$ cat src/core/dual_timer_pkg.sv
// Constants shared by the dual 8-bit compare timer.
package dual_timer_pkg;
   // ----------------------------------------------------------------
   // Register map (byte addresses)
   // ----------------------------------------------------------------
   localparam logic [7:0] CH_STRIDE = 8'h20;
   localparam logic [7:0] OFF_COUNTER = 8'h00;
   localparam logic [7:0] OFF_CONST_A = 8'h04;
   localparam logic [7:0] OFF_CONST_B = 8'h08;
   localparam logic [7:0] OFF_CONTROL = 8'h0C;
   localparam logic [7:0] OFF_STATUS = 8'h10;
   localparam logic [7:0] OFF_WORD_COUNTER = 8'h40;
   localparam logic [7:0] OFF_WORD_CONST_A = 8'h44;
   localparam logic [7:0] OFF_WORD_CONST_B = 8'h48;
   // ----------------------------------------------------------------
   // Reset values
   // ----------------------------------------------------------------
   localparam logic [7:0] COUNTER_RESET = 8'h00;
   localparam logic [7:0] CONST_RESET = 8'hFF;
   localparam logic [7:0] CONTROL_RESET = 8'h00;
   localparam logic [7:0] COUNT_TOP = 8'hFF;
   // ----------------------------------------------------------------
   // Control field positions
   // ----------------------------------------------------------------
   localparam int B_IE = 7;
   localparam int A_IE = 6;
   localparam int W_IE = 5;
   localparam int CLR_HI = 4;
   localparam int CLR_LO = 3;
   localparam int CKS_HI = 2;
   // Status field positions
   localparam int B_FLAG = 7;
   localparam int A_FLAG = 6;
   localparam int W_FLAG = 5;
   localparam int OSB_HI = 3;
   localparam int OSA_HI = 1;
   // ----------------------------------------------------------------
   // Mode encodings
   // ----------------------------------------------------------------
   typedef enum logic [1:0] {CLR_NONE = 2'h0, CLR_MATCH_A = 2'h1,
      CLR_MATCH_B = 2'h2, CLR_EXT_PIN = 2'h3} clear_sel_t;
   typedef enum logic [1:0] {OUT_KEEP = 2'h0, OUT_LOW = 2'h1,
      OUT_HIGH = 2'h2, OUT_TOGGLE = 2'h3} out_sel_t;
   typedef enum logic [2:0] {CK_STOP = 3'h0, CK_DIV8 = 3'h1, CK_DIV64 = 3'h2,
      CK_DIV8192 = 3'h3, CK_CASCADE = 3'h4, CK_EXT_RISE = 3'h5,
      CK_EXT_FALL = 3'h6, CK_EXT_BOTH = 3'h7} clock_sel_t;
   // Prescaler taps: log2 of each divisor
   localparam int DIV8_LOG = 3;
   localparam int DIV64_LOG = 6;
   localparam int DIV8192_LOG = 13;
endpackage : dual_timer_pkg

$ cat src/core/prescale_if.sv
// Prescaler tick bundle between the divider and the timer channels.
`timescale 1ns/1ps
`default_nettype none
interface prescale_if;
   logic tick8;    // One pclk pulse per 8 cycles
   logic tick64;   // One pclk pulse per 64 cycles
   logic tick8192; // One pclk pulse per 8192 cycles
   modport src (output tick8, output tick64, output tick8192);
   modport snk (input tick8, input tick64, input tick8192);
endinterface : prescale_if
`default_nettype wire

$ cat src/core/timer_prescaler.sv
// Free-running divider that marks the falling edges of the divided clocks.
`timescale 1ns/1ps
`default_nettype none
module timer_prescaler
   import dual_timer_pkg::*;
#(
   parameter int DIV_W = DIV8192_LOG
)(
   input wire logic pclk,      // System clock
   input wire logic presetn,   // Async reset, active low
   input wire logic ce,        // Clock enable
   prescale_if.src ticks       // Divided-clock pulses
);
   logic [DIV_W-1:0] div_q;

   // ----------------------------------------------------------------
   // Divider and edge pulses
   // ----------------------------------------------------------------
   // A tap falls when all bits below and at it are ones before the step
   always_ff @(posedge pclk or negedge presetn)
   begin
      if (!presetn)
      begin
         div_q <= '0;
         ticks.tick8 <= 1'b0;
         ticks.tick64 <= 1'b0;
         ticks.tick8192 <= 1'b0;
      end
      else if (ce)
      begin
         div_q <= div_q + 1'b1;
         ticks.tick8 <= &div_q[DIV8_LOG-1:0];
         ticks.tick64 <= &div_q[DIV64_LOG-1:0];
         ticks.tick8192 <= &div_q[DIV8192_LOG-1:0];
      end
   end
endmodule : timer_prescaler
`default_nettype wire

$ cat src/core/dual_compare_timer.sv
// Two-channel 8-bit compare timer with APB register access.
//
// Operation
// - Each channel has an 8-bit up-counter, zero at reset, stepping on count edges.
// - Counter and constant pairs also readable/writable as one 16-bit word.
// - Counter wrap from all ones to zero sets the wrap flag.
// - Constant A equal to counter sets match A flag.
// - Constant B equal to counter sets match B flag.
// - A write to a constant register suppresses its compare that cycle.
// - Constants A and B are 8-bit read/write, all ones at reset.
// - Each request is high one cycle after its flag and its enable bit are both set.
// - Clear select: none, match A, match B, external pin rising edge.
// - Clock select 000 stops; 001-011 count divide-by-8, 64, 8192.
// - Code 100: channel 0 counts channel 1 wraps; channel 1 counts channel 0 match A.
// - Codes 101-111 count external clock rising, falling or both edges.
// - Flags clear only by writing 0 after reading 1; writing 1 does nothing.
// - Status bit 4 is reserved, ignores writes.
// - Match B drives pin: keep, low, high or toggle.
// - Match A also drives the pin through its own select field.
// - Each channel has an output pin, external clock and clear inputs.
// - In 16-bit mode channel 0 is the upper byte, channel 1 the lower.
// - Select A codes: keep, low, high, toggle on match A.
// - 16-bit mode: channel 0 uses full match; channel 1 lower byte, clear ignored.
// - Match fires in the last cycle of equality, with the next count edge.
// - Counter write beats a count edge in the same cycle.
//
// The APB register port and the register addresses are this design's own decisions.
`timescale 1ns/1ps
`default_nettype none
module dual_compare_timer
   import dual_timer_pkg::*;
(
   input wire logic pclk,               // System clock
   input wire logic presetn,            // Async reset, active low
   input wire logic ce,                 // Clock enable, freezes state when low
   input wire logic [7:0] paddr,        // APB address
   input wire logic psel,               // APB select
   input wire logic penable,            // APB enable
   input wire logic pwrite,             // APB direction
   input wire logic [31:0] pwdata,      // APB write data
   output logic [31:0] prdata,          // APB read data
   output logic pready,                 // APB ready
   output logic pslverr,                // APB error on unmapped address
   input wire logic [1:0] ext_clock_in, // External count pins, index = channel
   input wire logic [1:0] ext_clear_in, // External clear pins
   output logic [1:0] timer_out,        // Compare-driven pins
   output logic [1:0] match_a_request,  // Match A requests
   output logic [1:0] match_b_request,  // Match B requests
   output logic [1:0] wrap_request      // Wrap requests
);
   // ----------------------------------------------------------------
   // Storage
   // ----------------------------------------------------------------
   logic [7:0] counter_value_q [2];
   logic [7:0] constant_a_q [2];
   logic [7:0] constant_b_q [2];
   logic [7:0] timer_control_q [2];
   logic [3:0] out_select_q [2];
   logic [1:0] match_b_flag_q, match_a_flag_q, wrap_flag_q;
   logic [1:0] arm_b_q, arm_a_q, arm_w_q;
   logic [1:0] ck_s1_q, ck_s2_q, ck_s3_q, rs_s1_q, rs_s2_q, rs_s3_q;
   prescale_if pre ();

   timer_prescaler #(.DIV_W(DIV8192_LOG)) u_pre (
      .pclk(pclk),
      .presetn(presetn),
      .ce(ce),
      .ticks(pre)
   );

   // ----------------------------------------------------------------
   // Helper functions
   // ----------------------------------------------------------------
   // Tick from the prescaler or external pin for a clock-select code
   function automatic logic src_tick(input logic [2:0] sel, input logic t8,
      input logic t64, input logic t8192, input logic rise, input logic fall);
      logic t;
      t = 1'b0;
      case (clock_sel_t'(sel))
         CK_DIV8: t = t8;
         CK_DIV64: t = t64;
         CK_DIV8192: t = t8192;
         CK_EXT_RISE: t = rise;
         CK_EXT_FALL: t = fall;
         CK_EXT_BOTH: t = rise | fall;
         default: t = 1'b0;
      endcase
      return t;
   endfunction : src_tick

   // Next pin level from both match events and their select fields
   function automatic logic pin_next(input logic cur, input logic ma,
      input logic mb, input logic [1:0] sa, input logic [1:0] sb);
      logic lo, hi, tg;
      lo = (ma && sa == OUT_LOW) || (mb && sb == OUT_LOW);
      hi = (ma && sa == OUT_HIGH) || (mb && sb == OUT_HIGH);
      tg = (ma && sa == OUT_TOGGLE) || (mb && sb == OUT_TOGGLE);
      if (lo)
         return 1'b0;
      else if (hi)
         return 1'b1;
      else if (tg)
         return ~cur;
      return cur;
   endfunction : pin_next

   // ----------------------------------------------------------------
   // Pin synchronisers
   // ----------------------------------------------------------------
   // Third stage only feeds edge detection, never the first stage
   always_ff @(posedge pclk or negedge presetn)
   begin
      if (!presetn)
      begin
         ck_s1_q <= '0;
         ck_s2_q <= '0;
         ck_s3_q <= '0;
         rs_s1_q <= '0;
         rs_s2_q <= '0;
         rs_s3_q <= '0;
      end
      else if (ce)
      begin
         ck_s1_q <= ext_clock_in;
         ck_s2_q <= ck_s1_q;
         ck_s3_q <= ck_s2_q;
         rs_s1_q <= ext_clear_in;
         rs_s2_q <= rs_s1_q;
         rs_s3_q <= rs_s2_q;
      end
   end

   // ----------------------------------------------------------------
   // APB decode
   // ----------------------------------------------------------------
   logic setup, access;
   logic [7:0] rel;
   logic sel_ch;
   logic hit_cnt, hit_ca, hit_cb, hit_ctl, hit_st, hit_w16;
   logic w_cnt, w_ca, w_cb, mapped;
   logic [1:0] wr_cnt, wr_ca, wr_cb, wr_ctl, wr_st;
   logic [7:0] wd [2];

   assign setup = psel && !penable;
   assign access = psel && penable && pready;

   // Per-channel window or the paired-word window
   always_comb
   begin
      sel_ch = (paddr >= CH_STRIDE) && (paddr < OFF_WORD_COUNTER);
      rel = sel_ch ? paddr - CH_STRIDE : paddr;
      hit_cnt = 1'b0;
      hit_ca = 1'b0;
      hit_cb = 1'b0;
      hit_ctl = 1'b0;
      hit_st = 1'b0;
      w_cnt = 1'b0;
      w_ca = 1'b0;
      w_cb = 1'b0;
      if (paddr == OFF_WORD_COUNTER)
         w_cnt = 1'b1;
      else if (paddr == OFF_WORD_CONST_A)
         w_ca = 1'b1;
      else if (paddr == OFF_WORD_CONST_B)
         w_cb = 1'b1;
      else if (paddr < OFF_WORD_COUNTER && rel == OFF_COUNTER)
         hit_cnt = 1'b1;
      else if (paddr < OFF_WORD_COUNTER && rel == OFF_CONST_A)
         hit_ca = 1'b1;
      else if (paddr < OFF_WORD_COUNTER && rel == OFF_CONST_B)
         hit_cb = 1'b1;
      else if (paddr < OFF_WORD_COUNTER && rel == OFF_CONTROL)
         hit_ctl = 1'b1;
      else if (paddr < OFF_WORD_COUNTER && rel == OFF_STATUS)
         hit_st = 1'b1;
      hit_w16 = w_cnt || w_ca || w_cb;
      mapped = hit_w16 || hit_cnt || hit_ca || hit_cb || hit_ctl || hit_st;
   end

   // Write strobes at the completing access edge; word writes hit both
   always_comb
   begin
      wd[0] = hit_w16 ? pwdata[15:8] : pwdata[7:0];
      wd[1] = pwdata[7:0];
      for (int c = 0; c < 2; c++)
      begin
         wr_cnt[c] = access && pwrite && ((hit_cnt && sel_ch == c[0]) || w_cnt);
         wr_ca[c] = access && pwrite && ((hit_ca && sel_ch == c[0]) || w_ca);
         wr_cb[c] = access && pwrite && ((hit_cb && sel_ch == c[0]) || w_cb);
         wr_ctl[c] = access && pwrite && hit_ctl && sel_ch == c[0];
         wr_st[c] = access && pwrite && hit_st && sel_ch == c[0];
      end
   end

   // ----------------------------------------------------------------
   // Count sources, matches and clears
   // ----------------------------------------------------------------
   logic [2:0] cks [2];
   logic [1:0] clr_sel [2];
   logic [1:0] base, tick, eq_a, eq_b, m_a, m_b, clr, wrap;
   logic mode16, cmc, m_a0_plain;

   always_comb
   begin
      for (int c = 0; c < 2; c++)
      begin
         cks[c] = timer_control_q[c][CKS_HI -: 3];
         clr_sel[c] = timer_control_q[c][CLR_HI:CLR_LO];
         base[c] = src_tick(cks[c], pre.tick8, pre.tick64, pre.tick8192,
            ck_s2_q[c] && !ck_s3_q[c], !ck_s2_q[c] && ck_s3_q[c]);
         eq_a[c] = counter_value_q[c] == constant_a_q[c];
         eq_b[c] = counter_value_q[c] == constant_b_q[c];
      end
      mode16 = cks[0] == CK_CASCADE;
      cmc = cks[1] == CK_CASCADE;
      // Channel 0 match A from its own sources feeds the match-count mode
      m_a0_plain = eq_a[0] && base[0] && !wr_ca[0];
      // Both cascaded at once gives no count clock for either channel
      tick[1] = cmc ? (m_a0_plain && !mode16) : base[1];
      m_a[1] = eq_a[1] && tick[1] && !wr_ca[1];
      m_b[1] = eq_b[1] && tick[1] && !wr_cb[1];
      if (mode16)
      begin
         // Full 16-bit match, taken at the low byte's count edge
         m_a[0] = eq_a[0] && eq_a[1] && tick[1] && !wr_ca[0] && !cmc;
         m_b[0] = eq_b[0] && eq_b[1] && tick[1] && !wr_cb[0] && !cmc;
      end
      else
      begin
         m_a[0] = m_a0_plain;
         m_b[0] = eq_b[0] && base[0] && !wr_cb[0];
      end
      for (int c = 0; c < 2; c++)
      begin
         case (clear_sel_t'(clr_sel[c]))
            CLR_MATCH_A: clr[c] = m_a[c];
            CLR_MATCH_B: clr[c] = m_b[c];
            CLR_EXT_PIN: clr[c] = rs_s2_q[c] && !rs_s3_q[c];
            default: clr[c] = 1'b0;
         endcase
      end
      if (mode16)
      begin
         // Low byte follows the 16-bit match clears, not an external pin clear; its own setting is ignored
         clr[1] = clr[0] && clear_sel_t'(clr_sel[0]) != CLR_EXT_PIN;
      end
      wrap[1] = tick[1] && counter_value_q[1] == COUNT_TOP && !clr[1] && !wr_cnt[1];
      tick[0] = mode16 ? (wrap[1] && !cmc) : base[0];
      wrap[0] = tick[0] && counter_value_q[0] == COUNT_TOP && !clr[0] && !wr_cnt[0];
   end

   // ----------------------------------------------------------------
   // Counters and constants
   // ----------------------------------------------------------------
   // Clear beats a write, a write beats a count edge
   always_ff @(posedge pclk or negedge presetn)
   begin
      if (!presetn)
      begin
         for (int c = 0; c < 2; c++)
            counter_value_q[c] <= COUNTER_RESET;
      end
      else if (ce)
      begin
         for (int c = 0; c < 2; c++)
         begin
            if (clr[c])
               counter_value_q[c] <= COUNTER_RESET;
            else if (wr_cnt[c])
               counter_value_q[c] <= wd[c];
            else if (tick[c])
               counter_value_q[c] <= counter_value_q[c] + 8'h01;
         end
      end
   end

   // Constant and control registers
   always_ff @(posedge pclk or negedge presetn)
   begin
      if (!presetn)
      begin
         for (int c = 0; c < 2; c++)
         begin
            constant_a_q[c] <= CONST_RESET;
            constant_b_q[c] <= CONST_RESET;
            timer_control_q[c] <= CONTROL_RESET;
            out_select_q[c] <= '0;
         end
      end
      else if (ce)
      begin
         for (int c = 0; c < 2; c++)
         begin
            if (wr_ca[c])
               constant_a_q[c] <= wd[c];
            if (wr_cb[c])
               constant_b_q[c] <= wd[c];
            if (wr_ctl[c])
               timer_control_q[c] <= wd[c];
            if (wr_st[c])
               out_select_q[c] <= wd[c][OSB_HI:0];
         end
      end
   end

   // ----------------------------------------------------------------
   // Flags: armed by a read of one, cleared by a later write of zero
   // ----------------------------------------------------------------
   logic rd_st;
   assign rd_st = access && !pwrite && hit_st;

   // Hardware set wins over a same-cycle software clear
   always_ff @(posedge pclk or negedge presetn)
   begin
      if (!presetn)
      begin
         match_b_flag_q <= '0;
         match_a_flag_q <= '0;
         wrap_flag_q <= '0;
         arm_b_q <= '0;
         arm_a_q <= '0;
         arm_w_q <= '0;
      end
      else if (ce)
      begin
         for (int c = 0; c < 2; c++)
         begin
            if (m_b[c])
               match_b_flag_q[c] <= 1'b1;
            else if (wr_st[c] && arm_b_q[c] && !wd[c][B_FLAG])
               match_b_flag_q[c] <= 1'b0;
            if (m_a[c])
               match_a_flag_q[c] <= 1'b1;
            else if (wr_st[c] && arm_a_q[c] && !wd[c][A_FLAG])
               match_a_flag_q[c] <= 1'b0;
            if (wrap[c])
               wrap_flag_q[c] <= 1'b1;
            else if (wr_st[c] && arm_w_q[c] && !wd[c][W_FLAG])
               wrap_flag_q[c] <= 1'b0;
            if (rd_st && sel_ch == c[0])
            begin
               arm_b_q[c] <= match_b_flag_q[c];
               arm_a_q[c] <= match_a_flag_q[c];
               arm_w_q[c] <= wrap_flag_q[c];
            end
            else if (wr_st[c])
            begin
               arm_b_q[c] <= 1'b0;
               arm_a_q[c] <= 1'b0;
               arm_w_q[c] <= 1'b0;
            end
         end
      end
   end

   // ----------------------------------------------------------------
   // Pins and requests
   // ----------------------------------------------------------------
   // Requests follow the flags one cycle later, gated by enables
   always_ff @(posedge pclk or negedge presetn)
   begin
      if (!presetn)
      begin
         timer_out <= '0;
         match_a_request <= '0;
         match_b_request <= '0;
         wrap_request <= '0;
      end
      else if (ce)
      begin
         for (int c = 0; c < 2; c++)
         begin
            timer_out[c] <= pin_next(timer_out[c], m_a[c], m_b[c],
               out_select_q[c][OSA_HI:0], out_select_q[c][OSB_HI:OSA_HI+1]);
            match_b_request[c] <= match_b_flag_q[c] && timer_control_q[c][B_IE];
            match_a_request[c] <= match_a_flag_q[c] && timer_control_q[c][A_IE];
            wrap_request[c] <= wrap_flag_q[c] && timer_control_q[c][W_IE];
         end
      end
   end

   // ----------------------------------------------------------------
   // APB answer: no wait state, data captured in the setup cycle
   // ----------------------------------------------------------------
   logic [7:0] rb;
   logic ch;
   always_comb
   begin
      ch = sel_ch;
      rb = '0;
      if (hit_cnt)
         rb = counter_value_q[ch];
      else if (hit_ca)
         rb = constant_a_q[ch];
      else if (hit_cb)
         rb = constant_b_q[ch];
      else if (hit_ctl)
         rb = timer_control_q[ch];
      else if (hit_st)
         rb = {match_b_flag_q[ch], match_a_flag_q[ch], wrap_flag_q[ch], 1'b0,
            out_select_q[ch]};
   end

   always_ff @(posedge pclk or negedge presetn)
   begin
      if (!presetn)
      begin
         pready <= 1'b0;
         pslverr <= 1'b0;
         prdata <= '0;
      end
      else if (ce)
      begin
         pready <= setup;
         pslverr <= setup && !mapped;
         if (setup && !pwrite)
         begin
            if (w_cnt)
               prdata <= {16'h0000, counter_value_q[0], counter_value_q[1]};
            else if (w_ca)
               prdata <= {16'h0000, constant_a_q[0], constant_a_q[1]};
            else if (w_cb)
               prdata <= {16'h0000, constant_b_q[0], constant_b_q[1]};
            else
               prdata <= {24'h000000, rb};
         end
      end
   end
endmodule : dual_compare_timer
`default_nettype wire

$ cat config.mk
export PLATFORM = sky130hd
export DESIGN_NAME = dual_compare_timer
export DESIGN_NICKNAME = d
export VERILOG_FILES = /design/src/core/dual_timer_pkg.sv /design/src/core/prescale_if.sv /design/src/core/timer_prescaler.sv /design/src/core/dual_compare_timer.sv
export SDC_FILE = /design/constraint.sdc
export NUM_CORES = 1
export LEC_CHECK = 0
export ABC_AREA = 0
export BUFFER_PORTS_ARGS = -buffer_cell sky130_fd_sc_hd__buf_2
export CORE_UTILIZATION = 37
export DETAILED_ROUTE_END_ITERATION = 6
export MAX_ROUTING_LAYER = met4
export PLACE_DENSITY = 0.53
export REMOVE_ABC_BUFFERS = 1
export SYNTH_ARGS = -nofsm -noshare
export SYNTH_HDL_FRONTEND = slang
export SYNTH_SLANG_ARGS = --single-unit
$ cat constraint.sdc
create_clock -name pclk -period 4 [get_ports pclk]
set_input_delay 0.2 -clock pclk [delete_from_list [all_inputs] [get_ports pclk]]
set_output_delay 0.2 -clock pclk [all_outputs]
set_load 0.05 [all_outputs]
# After elaboration in Yosys (flattened, before gate mapping)
# Cells that the tools add are included.
totals:
  register_bits: 154
  in_bits: 50
  wordCells: 390
classes:
  n_addsub: 4
  n_lt_le_gt_ge: 4
  n_eq_ne: 46
  mux: 116
  bitwise_logic: 6
  reduce_logical: 174
ops:
  columns: ["cell", "n"]
  rows:
  - ["$mux 8", 25]
  - ["$logic_and 1x1->1", 95]
  - ["$mux 1", 81]
  - ["$mux 16", 3]
  - ["$reduce_and 2->1", 21]
  - ["$eq 8x8->1", 4]
  - ["$logic_not 1->1", 25]
  - ["$eq 2x2->1 const B", 12]
  - ["$eq 3x3->1 const B", 8]
  - ["$eq 8x7->1 const B", 3]
  - ["$logic_or 1x1->1", 19]
  - ["$add 8x1->8 const B", 2]
  - ["$eq 8x4->1 const B", 2]
  - ["$eq 8x8->1 const B", 2]
  - ["$reduce_bool 2->1", 8]
  - ["$add 13x1->13 const B", 1]
  - ["$reduce_and 13->1", 1]
  - ["$eq 2x1->1 const B", 6]
  - ["$eq 3x2->1 const B", 4]
  - ["$mux 4", 3]
  - ["$pmux 1 s6", 2]
  - ["$eq 8x3->1 const B", 1]
  - ["$eq 8x5->1 const B", 1]
  - ["$ge 8x6->1 const B", 1]
  - ["other kinds (14)", 20]

# Logic depth before layout (Yosys ltp)
logic_depth:
  word_depth: 34
  mapped_depth: 11
  mapped_depth_nobuf: 10

# By module
# A second synthesis with hierarchy kept.
unflattened:
  cells_unflattened: 825
  area_unflattened_um2: 8260.4
modules_own_cells:
  columns: ["mod", "n_inst", "cells_each", "area_per_inst_um2"]
  rows:
  - ["dual_compare_timer", 1, 770, 7549.7]
  - ["timer_prescaler", 1, 55, 710.7]

# Least setup slack after synthesis
# Ideal clock, no wire load.
synth_path:
  path_type: "flip-flop to flip-flop"
  start: "register ck_s2_q[0]"
  end: "register counter_value_q[14] (netlist bit)"
  setup_ps: 122
  t_arrival_ps: 2704
  required_time_ps: 3878
  path_slack_ps: 1174
  stages_incl_launch_ff: 11
  n_path_buf: 0
  path_cell_list: "dfrtp_1 > inv_1 > ha_1 > inv_1 > mux4_2 > a21o_1 > a31o_2 > a222oi_1 > a21oi_1 > or3_1 > a32o_1"
synth_between:
  elab_chain_len: 22
  elab_cells_between_ends: 36
synth_rtl:
  columns: ["element", "line_no", "source"]
  rows:
  - ["from (decl)", "dual_compare_timer.sv:61", "logic [1:0] ck_s1_q, ck_s2_q, ck_s3_q, rs_s1_q, rs_s2_q, rs_s3_q;"]
  - ["from (signal assigned)", "dual_compare_timer.sv:125", "ck_s2_q <= ck_s1_q;"]
  - ["$logic_not 1->1", "dual_compare_timer.sv:210", "ck_s2_q[c] && !ck_s3_q[c], !ck_s2_q[c] && ck_s3_q[c]);"]
  - ["$logic_and 1x1->1", "dual_compare_timer.sv:210", null]
  - ["$or 1x1->1", "dual_compare_timer.sv:85", "CK_EXT_BOTH: t = rise | fall;"]
  - ["$pmux 1 s6 *", "dual_compare_timer.sv:79", "case (clock_sel_t'(sel))"]
  - ["$logic_and 1x1->1 (2 in series)", "dual_compare_timer.sv:217", "m_a0_plain = eq_a[0] && base[0] && !wr_ca[0];"]
  - ["$logic_and 1x1->1", "dual_compare_timer.sv:219", "tick[1] = cmc ? (m_a0_plain && !mode16) : base[1];"]
  - ["$mux 1", "dual_compare_timer.sv:219", null]
  - ["$logic_and 1x1->1 (on tied branches) (3 in series)", "dual_compare_timer.sv:226, dual_compare_timer.sv:225", null]
  - ["[2 not listed]", null, null]
  - ["$logic_and 1x1->1", "dual_compare_timer.sv:245", "clr[1] = clr[0] && clear_sel_t'(clr_sel[0]) != CLR_EXT_PIN;"]
  - ["$mux 1", "dual_compare_timer.sv:242", "if (mode16)"]
  - ["$logic_not 1->1", "dual_compare_timer.sv:247", "wrap[1] = tick[1] && counter_value_q[1] == COUNT_TOP && !clr[1] && !wr_cnt[1];"]
  - ["$logic_and 1x1->1 (2 in series)", "dual_compare_timer.sv:247", null]
  - ["$logic_and 1x1->1", "dual_compare_timer.sv:248", "tick[0] = mode16 ? (wrap[1] && !cmc) : base[0];"]
  - ["$mux 1", "dual_compare_timer.sv:248", null]
  - ["$reduce_bool 3->1 (no line)", null, null]
  - ["$reduce_and 2->1 (no line)", null, null]
  - ["to (signal, indexed assignment)", "dual_compare_timer.sv:270", "counter_value_q[c] <= wd[c];"]
  - ["to (signal, indexed assignment)", "dual_compare_timer.sv:272", "counter_value_q[c] <= counter_value_q[c] + 8'h01;"]
  - ["to (decl)", "dual_compare_timer.sv:54", "logic [7:0] counter_value_q [2];"]
# Every way passes the cells marked *; elsewhere a longest branch is shown, timed or not.
# A chain may end at the register's enable or synchronous reset.

# Final worst setup path
# Ends and elaborated chain as after synthesis.

==> results.md <==
- First-pass GRT wire length: ~38000 microns
- Final setup TNS: 0 ns
- Wire length on met3: 1400 microns
- Max-capacitance violation count: 0
- Floorplan die area: between 20000 and 25000 sq um
- Highest metal layer with signal wires: met4
- Clock slew at the register clock pins of the worst setup and hold paths: about 0.060 ns
- Cells taking the most area after synthesis: dfrtp_1, dfstp_2, mux2_2
- Dominant register cell in the synthesized netlist: dfrtp_1
- Post-synth ARST share: 100%
- Post-CTS setup-driven buffer insertion count: 0
- Top-count cell post-synth: dfrtp_1
- Effective utilization at floorplan: a little under two fifths
- CP Capture Type: flip-flop
- Remaining antenna violation count: 0
- Post-DP HPWL: around 17000 microns
- Sequential cell area fraction in the yosys report: a little under half
- Die X-Extent: approximately 150 microns
- Critical Path RT: approximately 4.3 ns
- Overall fraction of global-route tracks in use: a little under a quarter
- Via count of the first global-routing pass: approximately 6200
- Final nets: between 900 and 1000
- Core outline area: around 20000 sq um
- TritonCTS clock tree: yes
- Final Hold Vio Count: 0
- Leakage power summed over all cells: about 3.8 nW
- Actual transition at the worst max-transition pin: ~1.1 ns
- Syn. warnings: 0
- Vias per std cell: between 5 and 6
- Number of optimization iterations in the first detailed-route pass: 7
- Critical path peak fanout: 5
- Layout overhead on the synthesized area: 15.8%
- Initial antenna violation count: 0
- Classification of the worst-slack hold path: primary input to flip-flop
- Top cell types by occurrence after synthesis: dfrtp_1, nor2_1, nand2_1
- Yosys reg bits: roughly 140
- Data arrival, critical path: about 3.6 ns
- DR WL met2: between 10000 and 15000 microns
- Setup clock skew after layout: ~0.014 ns
- Number of distinct library cells after synthesis: 63
- Vias post-DR: between 6000 and 7000
- Global route total overflow: 0
- Critical Path Source Type: flip-flop
- Worst vdd ir: around 0.00033 V
- Routed metal-1 wire length: 11400 microns
- Total number of placement rows: 52
- Tcrit/Tclk final: between 80 and 90%
- Clock latency on the worst-skew pair: roughly 0.43 ns
- Leading area contributor after synthesis: dfrtp_1
- Cells after synthesis: 795
- Max transition margin: roughly a quarter
- Largest net degree at the start of global routing: a little over 80
- Final min period: roughly 3.3 ns
- Number of H-tree levels: 4
- Count of unresolved DRC violations after routing: 1
- Diodes inserted: 0
- Number of endpoints failing setup at the final stage: 0
- Min Hold Slack: 0.137 ns
- Slew Limit Fails: 0
- Number of I/O pins: around 90
- Synth Area per Inst: ~9.7 sq um
- Number of enable flip-flop cells after synthesis: 0
- Violations in the final reports: DRC
- Number of sinks on the clock net: about 140
- Number of buffers added by the clock tree synthesis step: 17
- Placer's final routability congestion estimate: 0.942
- Unrepaired setup endpoints after global routing: no
- Fraction of synthesized cell area taken by the top area cell type: roughly 34%
- Buffer levels on the longest clock path: 2
- Run status: finished with violations
- Routed WL: around 24000 microns
- Number of design-rule violations left by the first detailed-router iteration: roughly 550
- Share of final-layout standard cells stronger than drive strength 1: around 23%
- Routed wire per std cell: around 21 microns
- Critical path class: flip-flop to flip-flop
- Total power divided by cell area: about 400 nW/um^2
- Clock tree root buffer cell: clkbuf_16
- Synth Cell Area: 7740 sq um
- Number of buffers added on ports: 59
- Die span in y: between 100 and 150 microns
- Maximum clock rate: about 300 MHz
report_power, final:
| part | switching, W | leakage [nW] | internal, W |
|---|---|---|---|
| sequential | 0.0000731 | 1.71 | 0.00149 |
| clock | 0.000653 | 0.281 | 0.000939 |
| combinational | 0.000326 | 1.86 | 0.000145 |
| total | 0.00105 | 3.85 | 0.00258 |
registers in the layout, summed over array words and instances, names as in the netlist, 6 cells and up:
register,cells
constant_a_q,16
prdata,16
cks,6
counter_value_q,16
constant_b_q,16
u_pre.div_q,13
out_select_q,8
timer_control_q,6
metrics by stage:
| step | instance area, sq um | std cells | power (W) | util, % | worst slack [ns] |
|---|---|---|---|---|---|
| 5_1_grt | 8970 | 1139 | 0.00377 | 44.1 | 0.458 |
| 2_1_floorplan | 7500 | 748 | 0.00188 | - | 0.646 |
| 4_1_cts | 8970 | 1139 | 0.00366 | 44.1 | 0.676 |
| 3_5_place_dp | 8340 | 1102 | 0.00206 | 40.9 | 0.625 |
| 6_report | 8970 | 1139 | 0.00363 | 44.1 | 0.682 |
| 3_3_place_gp | 8340 | 1102 | 0.00205 | 40.9 | 0.629 |
final timing paths:
kind,cells past startpoint,slack [ns],endpoint,start
hold reg to reg,1,0.47,u_pre.div_q[4]$_DFFE_PN0P_,u_pre.div_q[4]$_DFFE_PN0P_
min in group asynchronous,2,0.37,match_a_request[0]$_DFFE_PN0P_,presetn
max in group asynchronous,3,2.64,out_select_q[1]$_DFFE_PN0P_,presetn
setup reg to reg,10,0.68,counter_value_q[14]$_DFFE_PN0P_,ck_s2_q[0]$_DFFE_PN0P_
setup / recovery,10,0.68,counter_value_q[14]$_DFFE_PN0P_,ck_s2_q[0]$_DFFE_PN0P_
hold / removal,3,0.14,out_select_q[2]$_DFFE_PN0P_,pwdata[2]
critical path, stage by stage, from the launching register on:
cell      delay (ns)
dfrtp_1         0.37
inv_1           0.06
ha_1            0.27
inv_1           0.03
mux4_2          0.45
a21o_1          0.24
a31o_2          0.25
a222oi_1        0.64
a21oi_1         0.24
or3_1           0.39
a32o_1          0.26
logic make-up (layout without fill, tap and decap cells):
family,Yosys count,in the layout,share of synthesized area [%]
flops,138,138,45.1
other cells,1,16,0.0484
xor+xnor,43,43,4.86
simple gates,257,257,16.7
buf+inv,84,143,4.93
mux,58,58,8.61
fa+ha+maj,8,8,1.29
compound gates,206,206,18.5
layer usage:
| metal | vias to the layer above | GRT usage [%] |
|---|---|---|
| met3 | 45 | 5.47 |
| met4 | 0 | 8.13 |
| li1 | 3035 | - |
| met2 | 238 | 34.1 |
| met5 | - | - |
| met1 | 3174 | 33.4 |
repair_timing:
action                                  4_1_cts  5_1_grt
endpoints found under the setup margin        0        0
resized for setup                             0        0
endpoints found under the hold margin        51        0
hold buffers                                  5        0
cells in the final DEF (no fill, tap or decap), drive strengths merged, types with 12 or more instances in the layout:
master	n
mux2	39
and3	12
nand3	33
a31oi	17
a22oi	20
xnor2	33
a21oi	44
buf	84
a22o	13
nand2	63
inv	25
mux2i	16
conb	16
clkbuf	19
nor3	14
o21ai	39
dfstp	32
nor2	71
dfrtp	106
cell type report:
cell class	count	area, sq um
tap	270	338
inverter	22	82.6
clock buffer	19	443
fill	2026	11400
multi-input combinational	588	3930
clock inverter	13	141
timing repair buffer	89	539
sequential	138	3490
No activity file was read; power rests on OpenSTA's default activity.
